**config.mk**
```make
export PLATFORM = sky130hd
export DESIGN_NAME = dsp_pwm_unit
export DESIGN_NICKNAME = d
export VERILOG_FILES = /design/src/rtl/dsp_pkg.sv /design/src/rtl/dsp_pwm_unit.sv
export SDC_FILE = /design/constraint.sdc
export NUM_CORES = 1
export LEC_CHECK = 0
export ABC_AREA = 1
export BUFFER_PORTS_ARGS = -buffer_cell sky130_fd_sc_hd__buf_4
export CAP_MARGIN = 5
export CORE_MARGIN = 4
export CORE_UTILIZATION = 35
export CTS_CLUSTER_SIZE = 24
export DETAILED_ROUTE_END_ITERATION = 10
export GPL_TIMING_DRIVEN = 0
export PLACE_DENSITY = 0.52
export SKIP_LAST_GASP = 1
export SYNTH_ARGS = -nofsm -noshare
export SYNTH_HDL_FRONTEND = slang
export SYNTH_SLANG_ARGS = --single-unit
```
**constraint.sdc**
```tcl
create_clock -name pclk -period 2.4 [get_ports pclk]
set_input_delay 0.36 -clock pclk [delete_from_list [all_inputs] [get_ports pclk]]
set_output_delay 0.36 -clock pclk [all_outputs]
set_load 0.03 [all_outputs]
```
**src/rtl/dsp_pkg.sv**
```systemverilog
// constants, types and register map of the dual-slope pwm compare unit
//
// Overview of operation
// - selector 1 or 5 runs the counter up to top and back down.
// - dual-slope top is 0xff for selector 1, compare value a for 5.
// - at top the direction reverses; top is held for one tick.
// - non-inverting clears on up match, sets on down match; inverting opposite.
// - action selector two gives non-inverted pwm, three inverted pwm.
// - dual-slope overflow flag sets when the counter reaches zero on the down slope.
// - compare zero keeps output low, maximum keeps it high (non-inverted).
// - leaving compare maximum keeps the down-slope result at that top; the old value still matches there.
// - a missed up match still produces its output change.
// - counter compared with both values; equality sets match flag next tick.
// - match flag requests interrupt if enabled; cleared by service or one.
// - compare values double buffered in pwm modes, direct otherwise.
// - software reaches the buffer when buffered, else the active value.
// - force strobe updates output in non-pwm modes, no flag, no reload.
// - a counter write blocks flag and output matches, not the ctc clear, for the next tick, even stopped.
// - compare output bit keeps its value across mode changes.
// - action selector bits are not buffered and act at once.
// - nonzero action selector overrides port data; direction stays with port.
// - action selector 0 disconnects the waveform generator.
// - selector 0 free runs upward and wraps from maximum to zero.
// - selector 2 clears the counter on a match with compare value a.
// - clock source zero stops counting; the counter stays accessible.
package dsp_pkg;

	localparam int ADDR_W = 8;
	localparam logic [ADDR_W-1:0] ADDR_CONTROL = 8'h00;
	localparam logic [ADDR_W-1:0] ADDR_COUNTER_VALUE = 8'h04;
	localparam logic [ADDR_W-1:0] ADDR_COMPARE_VALUE_A = 8'h08;
	localparam logic [ADDR_W-1:0] ADDR_COMPARE_VALUE_B = 8'h0c;
	localparam logic [ADDR_W-1:0] ADDR_FLAGS = 8'h10;
	localparam logic [ADDR_W-1:0] ADDR_FORCE = 8'h14;
	localparam logic [ADDR_W-1:0] ADDR_PORT = 8'h18;
	localparam logic [ADDR_W-1:0] ADDR_IRQ_ENABLE = 8'h1c;

	localparam logic [7:0] CNT_MAX = 8'hff;
	localparam logic [7:0] CNT_BOTTOM = 8'h00;
	localparam logic [7:0] CNT_STEP = 8'h01;
	localparam logic [2:0] CS_STOPPED = 3'h0;

	// flag register bit positions
	localparam int FLAG_OVERFLOW = 0;
	localparam int FLAG_MATCH_A = 1;
	localparam int FLAG_MATCH_B = 2;
	localparam int NUM_FLAGS = 3;
	localparam int NUM_CH = 2;
	// port register: data bits then direction bits
	localparam int PORT_OUT_LSB = 0;
	localparam int PORT_DIR_LSB = 2;

	typedef enum logic [2:0] {
		MODE_NORMAL = 3'b000,
		MODE_PC_FULL = 3'b001,
		MODE_CTC = 3'b010,
		MODE_FAST_FULL = 3'b011,
		MODE_RSVD4 = 3'b100,
		MODE_PC_CMPA = 3'b101,
		MODE_RSVD6 = 3'b110,
		MODE_FAST_CMPA = 3'b111
	} dsp_mode_t;

	typedef enum logic [1:0] {
		ACT_OFF = 2'b00,
		ACT_TOGGLE = 2'b01,
		ACT_CLEAR = 2'b10,
		ACT_SET = 2'b11
	} dsp_action_t;

	typedef enum logic {
		DIR_UP = 1'b0,
		DIR_DOWN = 1'b1
	} dsp_dir_t;

	// control register layout, bits 31:11 and 3 reserved
	typedef struct packed {
		logic [20:0] rsvd_hi;
		logic [2:0] clock_source_sel;
		dsp_action_t output_action_sel_b;
		dsp_action_t output_action_sel_a;
		logic rsvd_lo;
		dsp_mode_t waveform_mode_sel;
	} dsp_ctrl_t;

	localparam dsp_ctrl_t CTRL_RESET = 32'h0000_0000;
	localparam logic [31:0] CTRL_WMASK = 32'h0000_07f7;

	typedef struct packed {
		logic [NUM_CH-1:0] out;
		logic [NUM_CH-1:0] oe_n;
	} dsp_pins_t;

endpackage

```
**src/rtl/dsp_pwm_unit.sv**
```systemverilog
// dual-slope pwm timer with two compare channels behind an apb slave
`timescale 1ns/1ps
`default_nettype none

module dsp_pwm_unit import dsp_pkg::*; (
	// apb slave
	input wire logic pclk,
	input wire logic presetn,
	input wire logic psel,
	input wire logic penable,
	input wire logic pwrite,
	input wire logic [ADDR_W-1:0] paddr,
	input wire logic [31:0] pwdata,
	output logic [31:0] prdata,
	output logic pready,
	output logic pslverr,
	// timer tick from the prescaler, same clock domain
	input wire logic timer_tick,
	// interrupt controller: overflow, match a, match b
	input wire logic [NUM_FLAGS-1:0] irq_serviced,
	output logic [NUM_FLAGS-1:0] irq_request,
	// compare pins
	output var dsp_pins_t compare_pins
);

	function automatic logic is_pc(input dsp_mode_t m);
		is_pc = (m == MODE_PC_FULL) || (m == MODE_PC_CMPA);
	endfunction

	function automatic logic is_fast(input dsp_mode_t m);
		is_fast = (m == MODE_FAST_FULL) || (m == MODE_FAST_CMPA);
	endfunction

	function automatic logic top_is_cmpa(input dsp_mode_t m);
		top_is_cmpa = (m == MODE_PC_CMPA) || (m == MODE_FAST_CMPA) || (m == MODE_CTC);
	endfunction

	// output action outside the pwm modes
	function automatic logic non_pwm_action(input dsp_action_t a, input logic cur);
		case (a)
			ACT_TOGGLE: non_pwm_action = ~cur;
			ACT_CLEAR: non_pwm_action = 1'b0;
			ACT_SET: non_pwm_action = 1'b1;
			default: non_pwm_action = cur;
		endcase
	endfunction

	// dual-slope level: up-slope result clears, down-slope sets; set selector inverts
	function automatic logic slope_result(input logic down, input dsp_action_t a);
		slope_result = down ^ (a == ACT_SET);
	endfunction

	// state
	dsp_ctrl_t ctrl;
	logic [7:0] counter_value;
	dsp_dir_t dir;
	logic [7:0] compare_value [NUM_CH];
	logic [7:0] compare_buffer [NUM_CH];
	logic [NUM_FLAGS-1:0] flags;
	logic [NUM_FLAGS-1:0] irq_enable;
	logic [NUM_CH-1:0] port_out;
	logic [NUM_CH-1:0] port_dir;
	logic [NUM_CH-1:0] compare_output_bit;
	logic match_block;

	// bus decode
	wire logic setup_phase = psel & ~penable;
	wire logic access_phase = psel & penable;
	wire logic bus_wr = access_phase & pwrite;
	wire logic sel_control = paddr == ADDR_CONTROL;
	wire logic sel_counter = paddr == ADDR_COUNTER_VALUE;
	wire logic sel_cmp_a = paddr == ADDR_COMPARE_VALUE_A;
	wire logic sel_cmp_b = paddr == ADDR_COMPARE_VALUE_B;
	wire logic sel_flags = paddr == ADDR_FLAGS;
	wire logic sel_force = paddr == ADDR_FORCE;
	wire logic sel_port = paddr == ADDR_PORT;
	wire logic sel_irq_en = paddr == ADDR_IRQ_ENABLE;
	wire logic mapped = sel_control | sel_counter | sel_cmp_a | sel_cmp_b |
		sel_flags | sel_force | sel_port | sel_irq_en;
	wire logic [NUM_CH-1:0] wr_cmp = {NUM_CH{bus_wr}} & {sel_cmp_b, sel_cmp_a};
	wire logic wr_counter = bus_wr & sel_counter;

	// mode decode
	wire dsp_mode_t mode = ctrl.waveform_mode_sel;
	wire logic pc_mode = is_pc(mode);
	wire logic fast_mode = is_fast(mode);
	wire logic pwm_mode = pc_mode | fast_mode;
	wire logic ctc_mode = mode == MODE_CTC;
	wire dsp_action_t action [NUM_CH];
	assign action[0] = ctrl.output_action_sel_a;
	assign action[1] = ctrl.output_action_sel_b;

	// stopped clock source freezes counting, match and overflow flags, tick-driven outputs and buffer loads
	wire logic tick = timer_tick & (ctrl.clock_source_sel != CS_STOPPED);

	wire logic [7:0] top_value = top_is_cmpa(mode) ? compare_value[0] : CNT_MAX;
	wire logic at_top = counter_value == top_value;
	wire logic at_bottom = counter_value == CNT_BOTTOM;
	wire logic [7:0] count_up = counter_value + CNT_STEP;
	wire logic [7:0] count_down = counter_value - CNT_STEP;

	// raw equality and the blocked match that drives flags and outputs
	logic [NUM_CH-1:0] equal;
	logic [NUM_CH-1:0] match;
	always_comb begin
		for (int i = 0; i < NUM_CH; i++) begin
			equal[i] = counter_value == compare_value[i];
			match[i] = equal[i] & ~match_block;
		end
	end

	// at top the match counts as a down-slope match, at bottom as up-slope
	wire logic eff_down = pc_mode & (((dir == DIR_DOWN) & ~at_bottom) | at_top);

	// counting sequence
	// limitation: a count written above a compare-a top while counting up rises to the maximum and wraps first
	logic [7:0] next_counter;
	dsp_dir_t next_dir;
	always_comb begin
		next_counter = count_up;
		next_dir = DIR_UP;
		if (pc_mode) begin
			next_dir = dir;
			if (dir == DIR_UP) begin
				if (at_top) begin
					// top already held for this tick, turn round now
					next_dir = DIR_DOWN;
					next_counter = at_bottom ? counter_value : count_down;
				end
			end else begin
				if (at_bottom) begin
					next_dir = DIR_UP;
					next_counter = at_top ? counter_value : count_up;
				end else begin
					next_counter = count_down;
				end
			end
		end else if (ctc_mode && equal[0]) begin
			next_counter = CNT_BOTTOM;
		end else if (fast_mode && at_top) begin
			next_counter = CNT_BOTTOM;
		end
		// normal mode simply wraps through count_up
	end

	// overflow event per mode
	logic overflow_event;
	always_comb begin
		if (pc_mode) begin
			overflow_event = tick & at_bottom & (dir == DIR_DOWN);
		end else if (fast_mode) begin
			overflow_event = tick & at_top;
		end else begin
			overflow_event = tick & (counter_value == CNT_MAX) & ~(ctc_mode & equal[0]);
		end
	end

	// buffered compare values move into the active registers at top
	wire logic buffer_update = pwm_mode & tick & at_top;

	wire logic [NUM_CH-1:0] force_hit = {NUM_CH{bus_wr & sel_force & ~pwm_mode}} & pwdata[NUM_CH-1:0];

	// waveform generator
	logic [NUM_CH-1:0] next_output_bit;
	always_comb begin
		for (int i = 0; i < NUM_CH; i++) begin
			next_output_bit[i] = compare_output_bit[i];
			if (action[i] == ACT_OFF) begin
				next_output_bit[i] = compare_output_bit[i];
			end else if (!pwm_mode) begin
				if (force_hit[i] || (tick && match[i])) begin
					next_output_bit[i] = non_pwm_action(action[i], compare_output_bit[i]);
				end
			end else if (tick) begin
				if (action[i] == ACT_TOGGLE) begin
					if (match[i]) begin
						next_output_bit[i] = ~compare_output_bit[i];
					end
				end else if (pc_mode) begin
					// set selector means inverted: up match sets, down match clears
					if (match[i]) begin
						next_output_bit[i] = slope_result(eff_down, action[i]);
					end else if (at_top) begin
						// missed or vanished up match, keep the period symmetric
						next_output_bit[i] = slope_result(1'b0, action[i]);
					end else if (at_bottom) begin
						next_output_bit[i] = slope_result(1'b1, action[i]);
					end
				end else begin
					// fast pwm: bottom reload wins so a maximum compare stays constant
					if (at_top) begin
						next_output_bit[i] = action[i] != ACT_SET;
					end else if (match[i]) begin
						next_output_bit[i] = action[i] == ACT_SET;
					end
				end
			end
		end
	end

	// flags: hardware set beats a clear in the same cycle
	logic [NUM_FLAGS-1:0] flag_set;
	logic [NUM_FLAGS-1:0] flag_clear;
	always_comb begin
		flag_set = '0;
		flag_set[FLAG_OVERFLOW] = overflow_event;
		flag_set[FLAG_MATCH_A] = tick & match[0];
		flag_set[FLAG_MATCH_B] = tick & match[1];
		flag_clear = irq_serviced;
		if (bus_wr && sel_flags) begin
			flag_clear = flag_clear | pwdata[NUM_FLAGS-1:0];
		end
	end
	wire logic [NUM_FLAGS-1:0] next_flags = (flags & ~flag_clear) | flag_set;

	// read selection; compare reads follow the write target
	wire logic [7:0] rd_cmp_a = pwm_mode ? compare_buffer[0] : compare_value[0];
	wire logic [7:0] rd_cmp_b = pwm_mode ? compare_buffer[1] : compare_value[1];
	wire logic [31:0] rd_data =
		sel_control ? (ctrl & CTRL_WMASK) :
		sel_counter ? {24'h00_0000, counter_value} :
		sel_cmp_a ? {24'h00_0000, rd_cmp_a} :
		sel_cmp_b ? {24'h00_0000, rd_cmp_b} :
		sel_flags ? {29'h0000_0000, flags} :
		sel_port ? {28'h000_0000, port_dir, port_out} :
		sel_irq_en ? {29'h0000_0000, irq_enable} :
		32'h0000_0000;

	// zero wait states: data is captured in the setup phase
	assign pready = 1'b1;
	assign pslverr = access_phase & ~mapped;
	assign irq_request = flags & irq_enable;

	always_ff @(posedge pclk or negedge presetn) begin
		if (!presetn) begin
			prdata <= 32'h0000_0000;
		end else if (setup_phase && !pwrite) begin
			prdata <= rd_data;
		end
	end

	// control, port and enable registers; action bits act at once
	always_ff @(posedge pclk or negedge presetn) begin
		if (!presetn) begin
			ctrl <= CTRL_RESET;
			port_out <= '0;
			port_dir <= '0;
			irq_enable <= '0;
		end else if (bus_wr) begin
			if (sel_control) begin
				ctrl <= pwdata & CTRL_WMASK;
			end
			if (sel_port) begin
				port_out <= pwdata[PORT_OUT_LSB +: NUM_CH];
				port_dir <= pwdata[PORT_DIR_LSB +: NUM_CH];
			end
			if (sel_irq_en) begin
				irq_enable <= pwdata[NUM_FLAGS-1:0];
			end
		end
	end

	// counter: a bus write beats counting
	always_ff @(posedge pclk or negedge presetn) begin
		if (!presetn) begin
			counter_value <= CNT_BOTTOM;
			dir <= DIR_UP;
		end else if (wr_counter) begin
			counter_value <= pwdata[7:0];
		end else if (tick) begin
			counter_value <= next_counter;
			dir <= next_dir;
		end
	end

	// the block survives a stopped clock until the next real tick
	always_ff @(posedge pclk or negedge presetn) begin
		if (!presetn) begin
			match_block <= 1'b0;
		end else if (wr_counter) begin
			match_block <= 1'b1;
		end else if (tick) begin
			match_block <= 1'b0;
		end
	end

	// active compare values: direct writes outside pwm, buffer copy at top inside
	logic [7:0] next_compare_value [NUM_CH];
	always_comb begin
		for (int i = 0; i < NUM_CH; i++) begin
			next_compare_value[i] = compare_value[i];
			if (wr_cmp[i] && !pwm_mode) begin
				next_compare_value[i] = pwdata[7:0];
			end else if (buffer_update) begin
				next_compare_value[i] = compare_buffer[i];
			end
		end
	end

	// compare registers
	always_ff @(posedge pclk or negedge presetn) begin
		if (!presetn) begin
			for (int i = 0; i < NUM_CH; i++) begin
				compare_value[i] <= CNT_BOTTOM;
				compare_buffer[i] <= CNT_BOTTOM;
			end
		end else begin
			for (int i = 0; i < NUM_CH; i++) begin
				if (wr_cmp[i]) begin
					compare_buffer[i] <= pwdata[7:0];
				end
				compare_value[i] <= next_compare_value[i];
			end
		end
	end

	// flags and the compare output bits, which no mode change touches
	always_ff @(posedge pclk or negedge presetn) begin
		if (!presetn) begin
			flags <= '0;
			compare_output_bit <= '0;
		end else begin
			flags <= next_flags;
			compare_output_bit <= next_output_bit;
		end
	end

	// pin override; direction always from the port register
	dsp_pins_t next_pins;
	always_comb begin
		next_pins.oe_n = ~port_dir;
		for (int i = 0; i < NUM_CH; i++) begin
			next_pins.out[i] = (action[i] != ACT_OFF) ? compare_output_bit[i] : port_out[i];
		end
	end

	always_ff @(posedge pclk or negedge presetn) begin
		if (!presetn) begin
			compare_pins <= '{out: '0, oe_n: '1};
		end else begin
			compare_pins <= next_pins;
		end
	end

endmodule

`default_nettype wire

```
---- After elaboration in Yosys (flattened, before gate mapping) ----
Cells that the tools add are included.
word-level totals
  word-level logic and storage cells ...... 204
  register bits after elaboration ......... 100
  input port bits ......................... 49
  output and inout port bits .............. 41
operators by class
  $add $sub $neg .......................... 2
  muxes and demuxes ....................... 59
  reductions and logical operators ........ 37
  bitwise gates (word level) .............. 54
  equal/unequal tests ..................... 32
operators with widths
  cell                   number
  $mux W8                20
  $eq A8 B5 Y1 const B   4
  $mux W1                32
  $eq A8 B8 Y1           3
  $and A1 B1 Y1          22
  $eq A8 B4 Y1 const B   2
  $logic_not A8 Y1       2
  $reduce_and A7 Y1      2
  $reduce_bool A2 Y1     7
  $not A1 Y1             13
  $mux W11               1
  $reduce_and A2 Y1      5
  $or A1 B1 Y1           9
  $add A8 B1 Y8 const B  1
  $eq A2 B2 Y1 const B   4
  $eq A8 B3 Y1 const B   1
  $eq A8 B8 Y1 const B   1
  $logic_and A1 B1 Y1    8
  $mux W4                2
  $ne A4 B1 Y1 const B   2
  $ne A4 B2 Y1 const B   2
  $reduce_bool A4 Y1     2
  $sub A8 B1 Y8 const B  1
  $and A3 B3 Y3          2
  other kinds (19)       36

---- Depth between registers and ports, before layout ----
  depth after elaboration ................. 13
  depth in mapped cells ................... 17
  depth with buffers taken out ............ 16

---- Least setup slack after synthesis ----
OpenSTA, ideal clock, no wires.
  path kind ............................... in2reg
  start ................................... in paddr[7]
  end ..................................... reg compare_value[13] (netlist bit)
  library setup time ...................... 0.117 ns
  setup slack ............................. 0.475 ns
  arrival ................................. 1.808 ns
  stages .................................. 13
  required time ........................... 2.283 ns
  buffers on the path ..................... 1
  cell sequence ........................... nor2_1 > inv_2 > nor3_4 > inv_2 > nor4_4 > nand2_4 > nor2_2 > inv_2 > nand2_4 > buf_6 > nand3_1 > o21ai_1 > inv_1
on the way
  longest elaborated chain between the ends .. 4
  elaborated cells between the ends (all ways) .. 5
  those cells by class .................... eq/ne (1); mux (1); bitwise (1); reduce/logical (2)
RTL lines
  element                                        line                 RTL
  from (decl)                                    dsp_pwm_unit.sv:12   input wire logic [ADDR_W-1:0] paddr,
  $eq A8 B4 Y1 *                                 dsp_pwm_unit.sv:72   wire logic sel_cmp_a = paddr == ADDR_COMPARE_VALUE_A;
  $and A2 B2 Y2 *                                dsp_pwm_unit.sv:80   wire logic [NUM_CH-1:0] wr_cmp = {NUM_CH{bus_wr}} & {sel_cmp_b, sel_cmp_a};
  $logic_and A1 B1 Y1 *                          dsp_pwm_unit.sv:292  if (wr_cmp[i] && !pwm_mode) begin
  $mux W8 or $reduce_bool A2 Y1 (tied branches)  -
  to (signal, indexed assignment)                dsp_pwm_unit.sv:312  compare_value[i] <= next_compare_value[i];
  to (decl)                                      dsp_pwm_unit.sv:57   logic [7:0] compare_value [NUM_CH];
Mark *: on every way between the ends. The rest lies on a longest branch, timed or not.
A chain may end at the register's enable or synchronous reset.

---- Worst setup path in the final report ----
  start ................................... reg counter_value[4]
  end ..................................... reg compare_value[5] (netlist bit)
on the way
  longest elaborated chain between the ends .. 3
RTL lines
  element                       line                 RTL
  from (decl)                   dsp_pwm_unit.sv:55   logic [7:0] counter_value;
  from (signal assigned)        dsp_pwm_unit.sv:269  counter_value <= pwdata[7:0];
  from (signal assigned)        dsp_pwm_unit.sv:271  counter_value <= next_counter;
  $eq A8 B8 Y1                  dsp_pwm_unit.sv:97   wire logic at_top = counter_value == top_value;
  $and A1 B1 Y1                 dsp_pwm_unit.sv:159  wire logic buffer_update = pwm_mode & tick & at_top;
  $reduce_bool A2 Y1 (no line)  -
Every way passes these cells.

==> impl_metrics.yaml <==
layout:
  drive_gt1_share_pct: 17.44
  synthToLayoutAreaGrowth_pct: 21.77
  instances_no_fill: 977
  final_nets: 844
  n_antenna_cell: 0
  final_area_um2: 6005
setup_path:
  path_cells: "clkinvlp_4 -> nand2_1 -> nand2_1 -> nor2_1 -> nand2_1 -> nor2_2 -> nand3_4 -> nor2_2 -> nand2_2 -> nand2_1 -> buf_4 -> nand3_1 -> o21ai_0 -> inv_1"
  critPathMaxStageDelay_ns: 0.45
  startpoint_type: "flop"
  cp_top_family: "simple AND/OR/NAND/NOR gates"
  cp.required_ns: 2.63
  crit_slowest_cell: "dfrtp_2"
  crit_path_end_kind: "flop"
  critical_path.max_fanout: 10
  worst-path-buf-inv: 3
  worstPathArrival_ns: 2.50
  crit_type: "reg -> reg"
  path_common_cell: "nand2_1"
route:
  finalWirelength_um: 16770
  via_per_inst: 4.980
  drtAntennaViolNets: 0
  wire_per_inst_um: 17.16
  drc: 0
  vias: 4865
  dr.pass1.iters: 5
  initialDrtViolationCount: 431
placed_design:
  placed_cell_area_um2: 5569
  pre_cts_slack_ns: -0.2905
  hpwl_um: 12610
  place.port_buffers: 45
  placedCellCount: 951
  place_congestion: 0.9388
timing:
  worst_pin_slew_ns: 1.042
  setup_viol: 0
  final_hold_viol_count: 0
  max_freq_mhz: 441.1
  skew_ns: 0.008592
  slew_violations: 0
  rsz0062_at_grt: "yes"
  fin_crit_sh_pct: 94.46
  setup-tns-final_ns: 0
  relSlewSlack_pct: 30.55
  fin_ws_ns: 0.1331
  holdWs_ns: 0.1762
  period_minus_slack_ns: 2.267
floorplanning:
  rows: 43
  fp.dieH_um: 126.7
  coreArea_um2: 13830
  die_w_um: 126.7
  start_util_pct: 35.66
  ios: 90
  dieArea_um2: 16050
cts:
  cts_root_buffer: "clkbuf_16"
  postCtsHoldBufs: 0
  cts_tree: "yes"
  clock_path_buffers: 2
  cts-htree-levels: 3
  clkSinkCount: 79
  cts_buffers: 9
  cts.clk_slew.worst_paths_ns: 0.06
  clock_latency_ns: 0.34
global_routing:
  grt-ovfl-total: 0
  grt.total_usage_pct: 21.12
  grt_pass1_wl_um: 25990
  antenna_found_initial: 0
  grt_pass1_vias: 4625
  grt_max_degree: 80
pwr:
  cellLeakagePower_uw: 0.002994
  powerDensity_nw_per_um2: 643.0
  vdd_ir_drop_max_mv: 0.2961
yosys:
  syn_area_um2: 4931
  yosys.area.top_type: "dfrtp_1"
  syn_avg_cell_area_um2: 6.984
  synth_area_leaders: "dfrtp_1, nand2_1, o21ai_0"
  synth-seq-cells: 79
  seq_area_frac_synth_pct: 40.14
  synth-edff-count: 0
  synth.distinct_cells: 48
  netlist_instances: 706
  synth_common_cells: "nand2_1, inv_1, dfrtp_1"
  synth.most_common_cell: "nand2_1"
  yosys_warnings: 0
  synthArstFlopShare_pct: 100.0
  synth_ff_type: "dfrtp_1"
  yosys.area.top_type_share_pct: 39.08
worst_hold_path:
  hold_path_class: "in -> async"
status:
  status: "completed"
flow_run:
  cap_violations: 0
## kinds of logic (layout without fill, tap and decap cells)
logic type,count (synthesis),in the layout,synth area share [%]
xor+xnor,10,10,1.776
buf+inv,133,204,12.18
simple gates,337,337,28.95
mux,2,2,0.4314
fa+ha+maj,2,2,0.5074
flops,79,79,40.14
other cells,2,22,0.1523
compound gates,141,141,15.86
## power breakdown
group / internal [µW] / switching, µW / leakage (µW)
registers: 1400 / 74.7 / 0.00104
clock network: 834 / 559 / 0.000142
logic: 352 / 638 / 0.00182
## cell usage in the layout, fill, tap and decap left out, types with 9 or more instances in the layout
cell type,n
nor2_1,48
a21oi_1,32
o21ai_1,11
buf_4,79
nand3_1,32
conb_1,22
nand2_1,219
clkbuf_16,9
inv_1,78
dfrtp_1,74
nor3_1,9
clkbuf_1,11
o21ai_0,68
## sequential cells by signal, summed over array words and instances, names as in the netlist, 2 cells and up
signal              flops
action                  4
compare_buffer         16
compare_output_bit      2
compare_pins            4
compare_value          16
counter_value           8
ctrl                    3
flags                   3
irq_enable              3
mode                    3
port_dir                2
port_out                2
prdata                 11
## layer usage
layer	GRT usage [%]	part of all wire [%]	vias up
met4	8.896	3.1	0
met5	0	0	-
met3	3.579	5.9	41
met1	29.00	45	2273
met2	33.00	46	149
li1	-	-	2402
## cell type report
class | instances | area [µm²]
tap | 180 | 225.2
inverter | 90 | 349.1
fill | 1421 | 7823
sequential | 79 | 1983
clock inverter | 4 | 55.05
timing repair buffer | 56 | 420.4
buffer | 43 | 270.3
clock buffer | 11 | 242.7
multi-input combinational | 514 | 2459
## metrics by stage
stage               total power (µW)  utilization, %
floorplan                       2077               -
global placement                2381           40.28
detailed placement              2384           40.28
CTS                             3802           42.48
global route                    4052           43.43
finish                          3861           43.43
## repair_timing
item,CTS,global route
pin swaps,0,1
endpoints found under the setup margin,14,27
buffers inserted,0,11
resized for setup,6,21
cloned,0,0
## path summary, 6_finish.rpt
path / startpoint / endpoint / slack, ns / cells past startpoint
worst max-delay path: counter_value[4]$_DFFE_PN0P_ / compare_value[5]$_DFFE_PN0P_ / 0.13 / 14
min in group pclk: pwdata[3] / compare_buffer[3]$_DFFE_PN0P_ / 0.25 / 3
worst max register to register: counter_value[4]$_DFFE_PN0P_ / compare_value[5]$_DFFE_PN0P_ / 0.13 / 14
worst min register to register: port_dir[1]$_DFFE_PN0P_ / compare_pins[1]$_DFF_PN1_ / 0.41 / 1
max in group asynchronous: presetn / counter_value[7]$_DFFE_PN0P_ / 1.45 / 1
worst min-delay path: presetn / prdata[3]$_DFFE_PN0P_ / 0.18 / 1
Note: power is estimated with default switching activity, not from simulation.
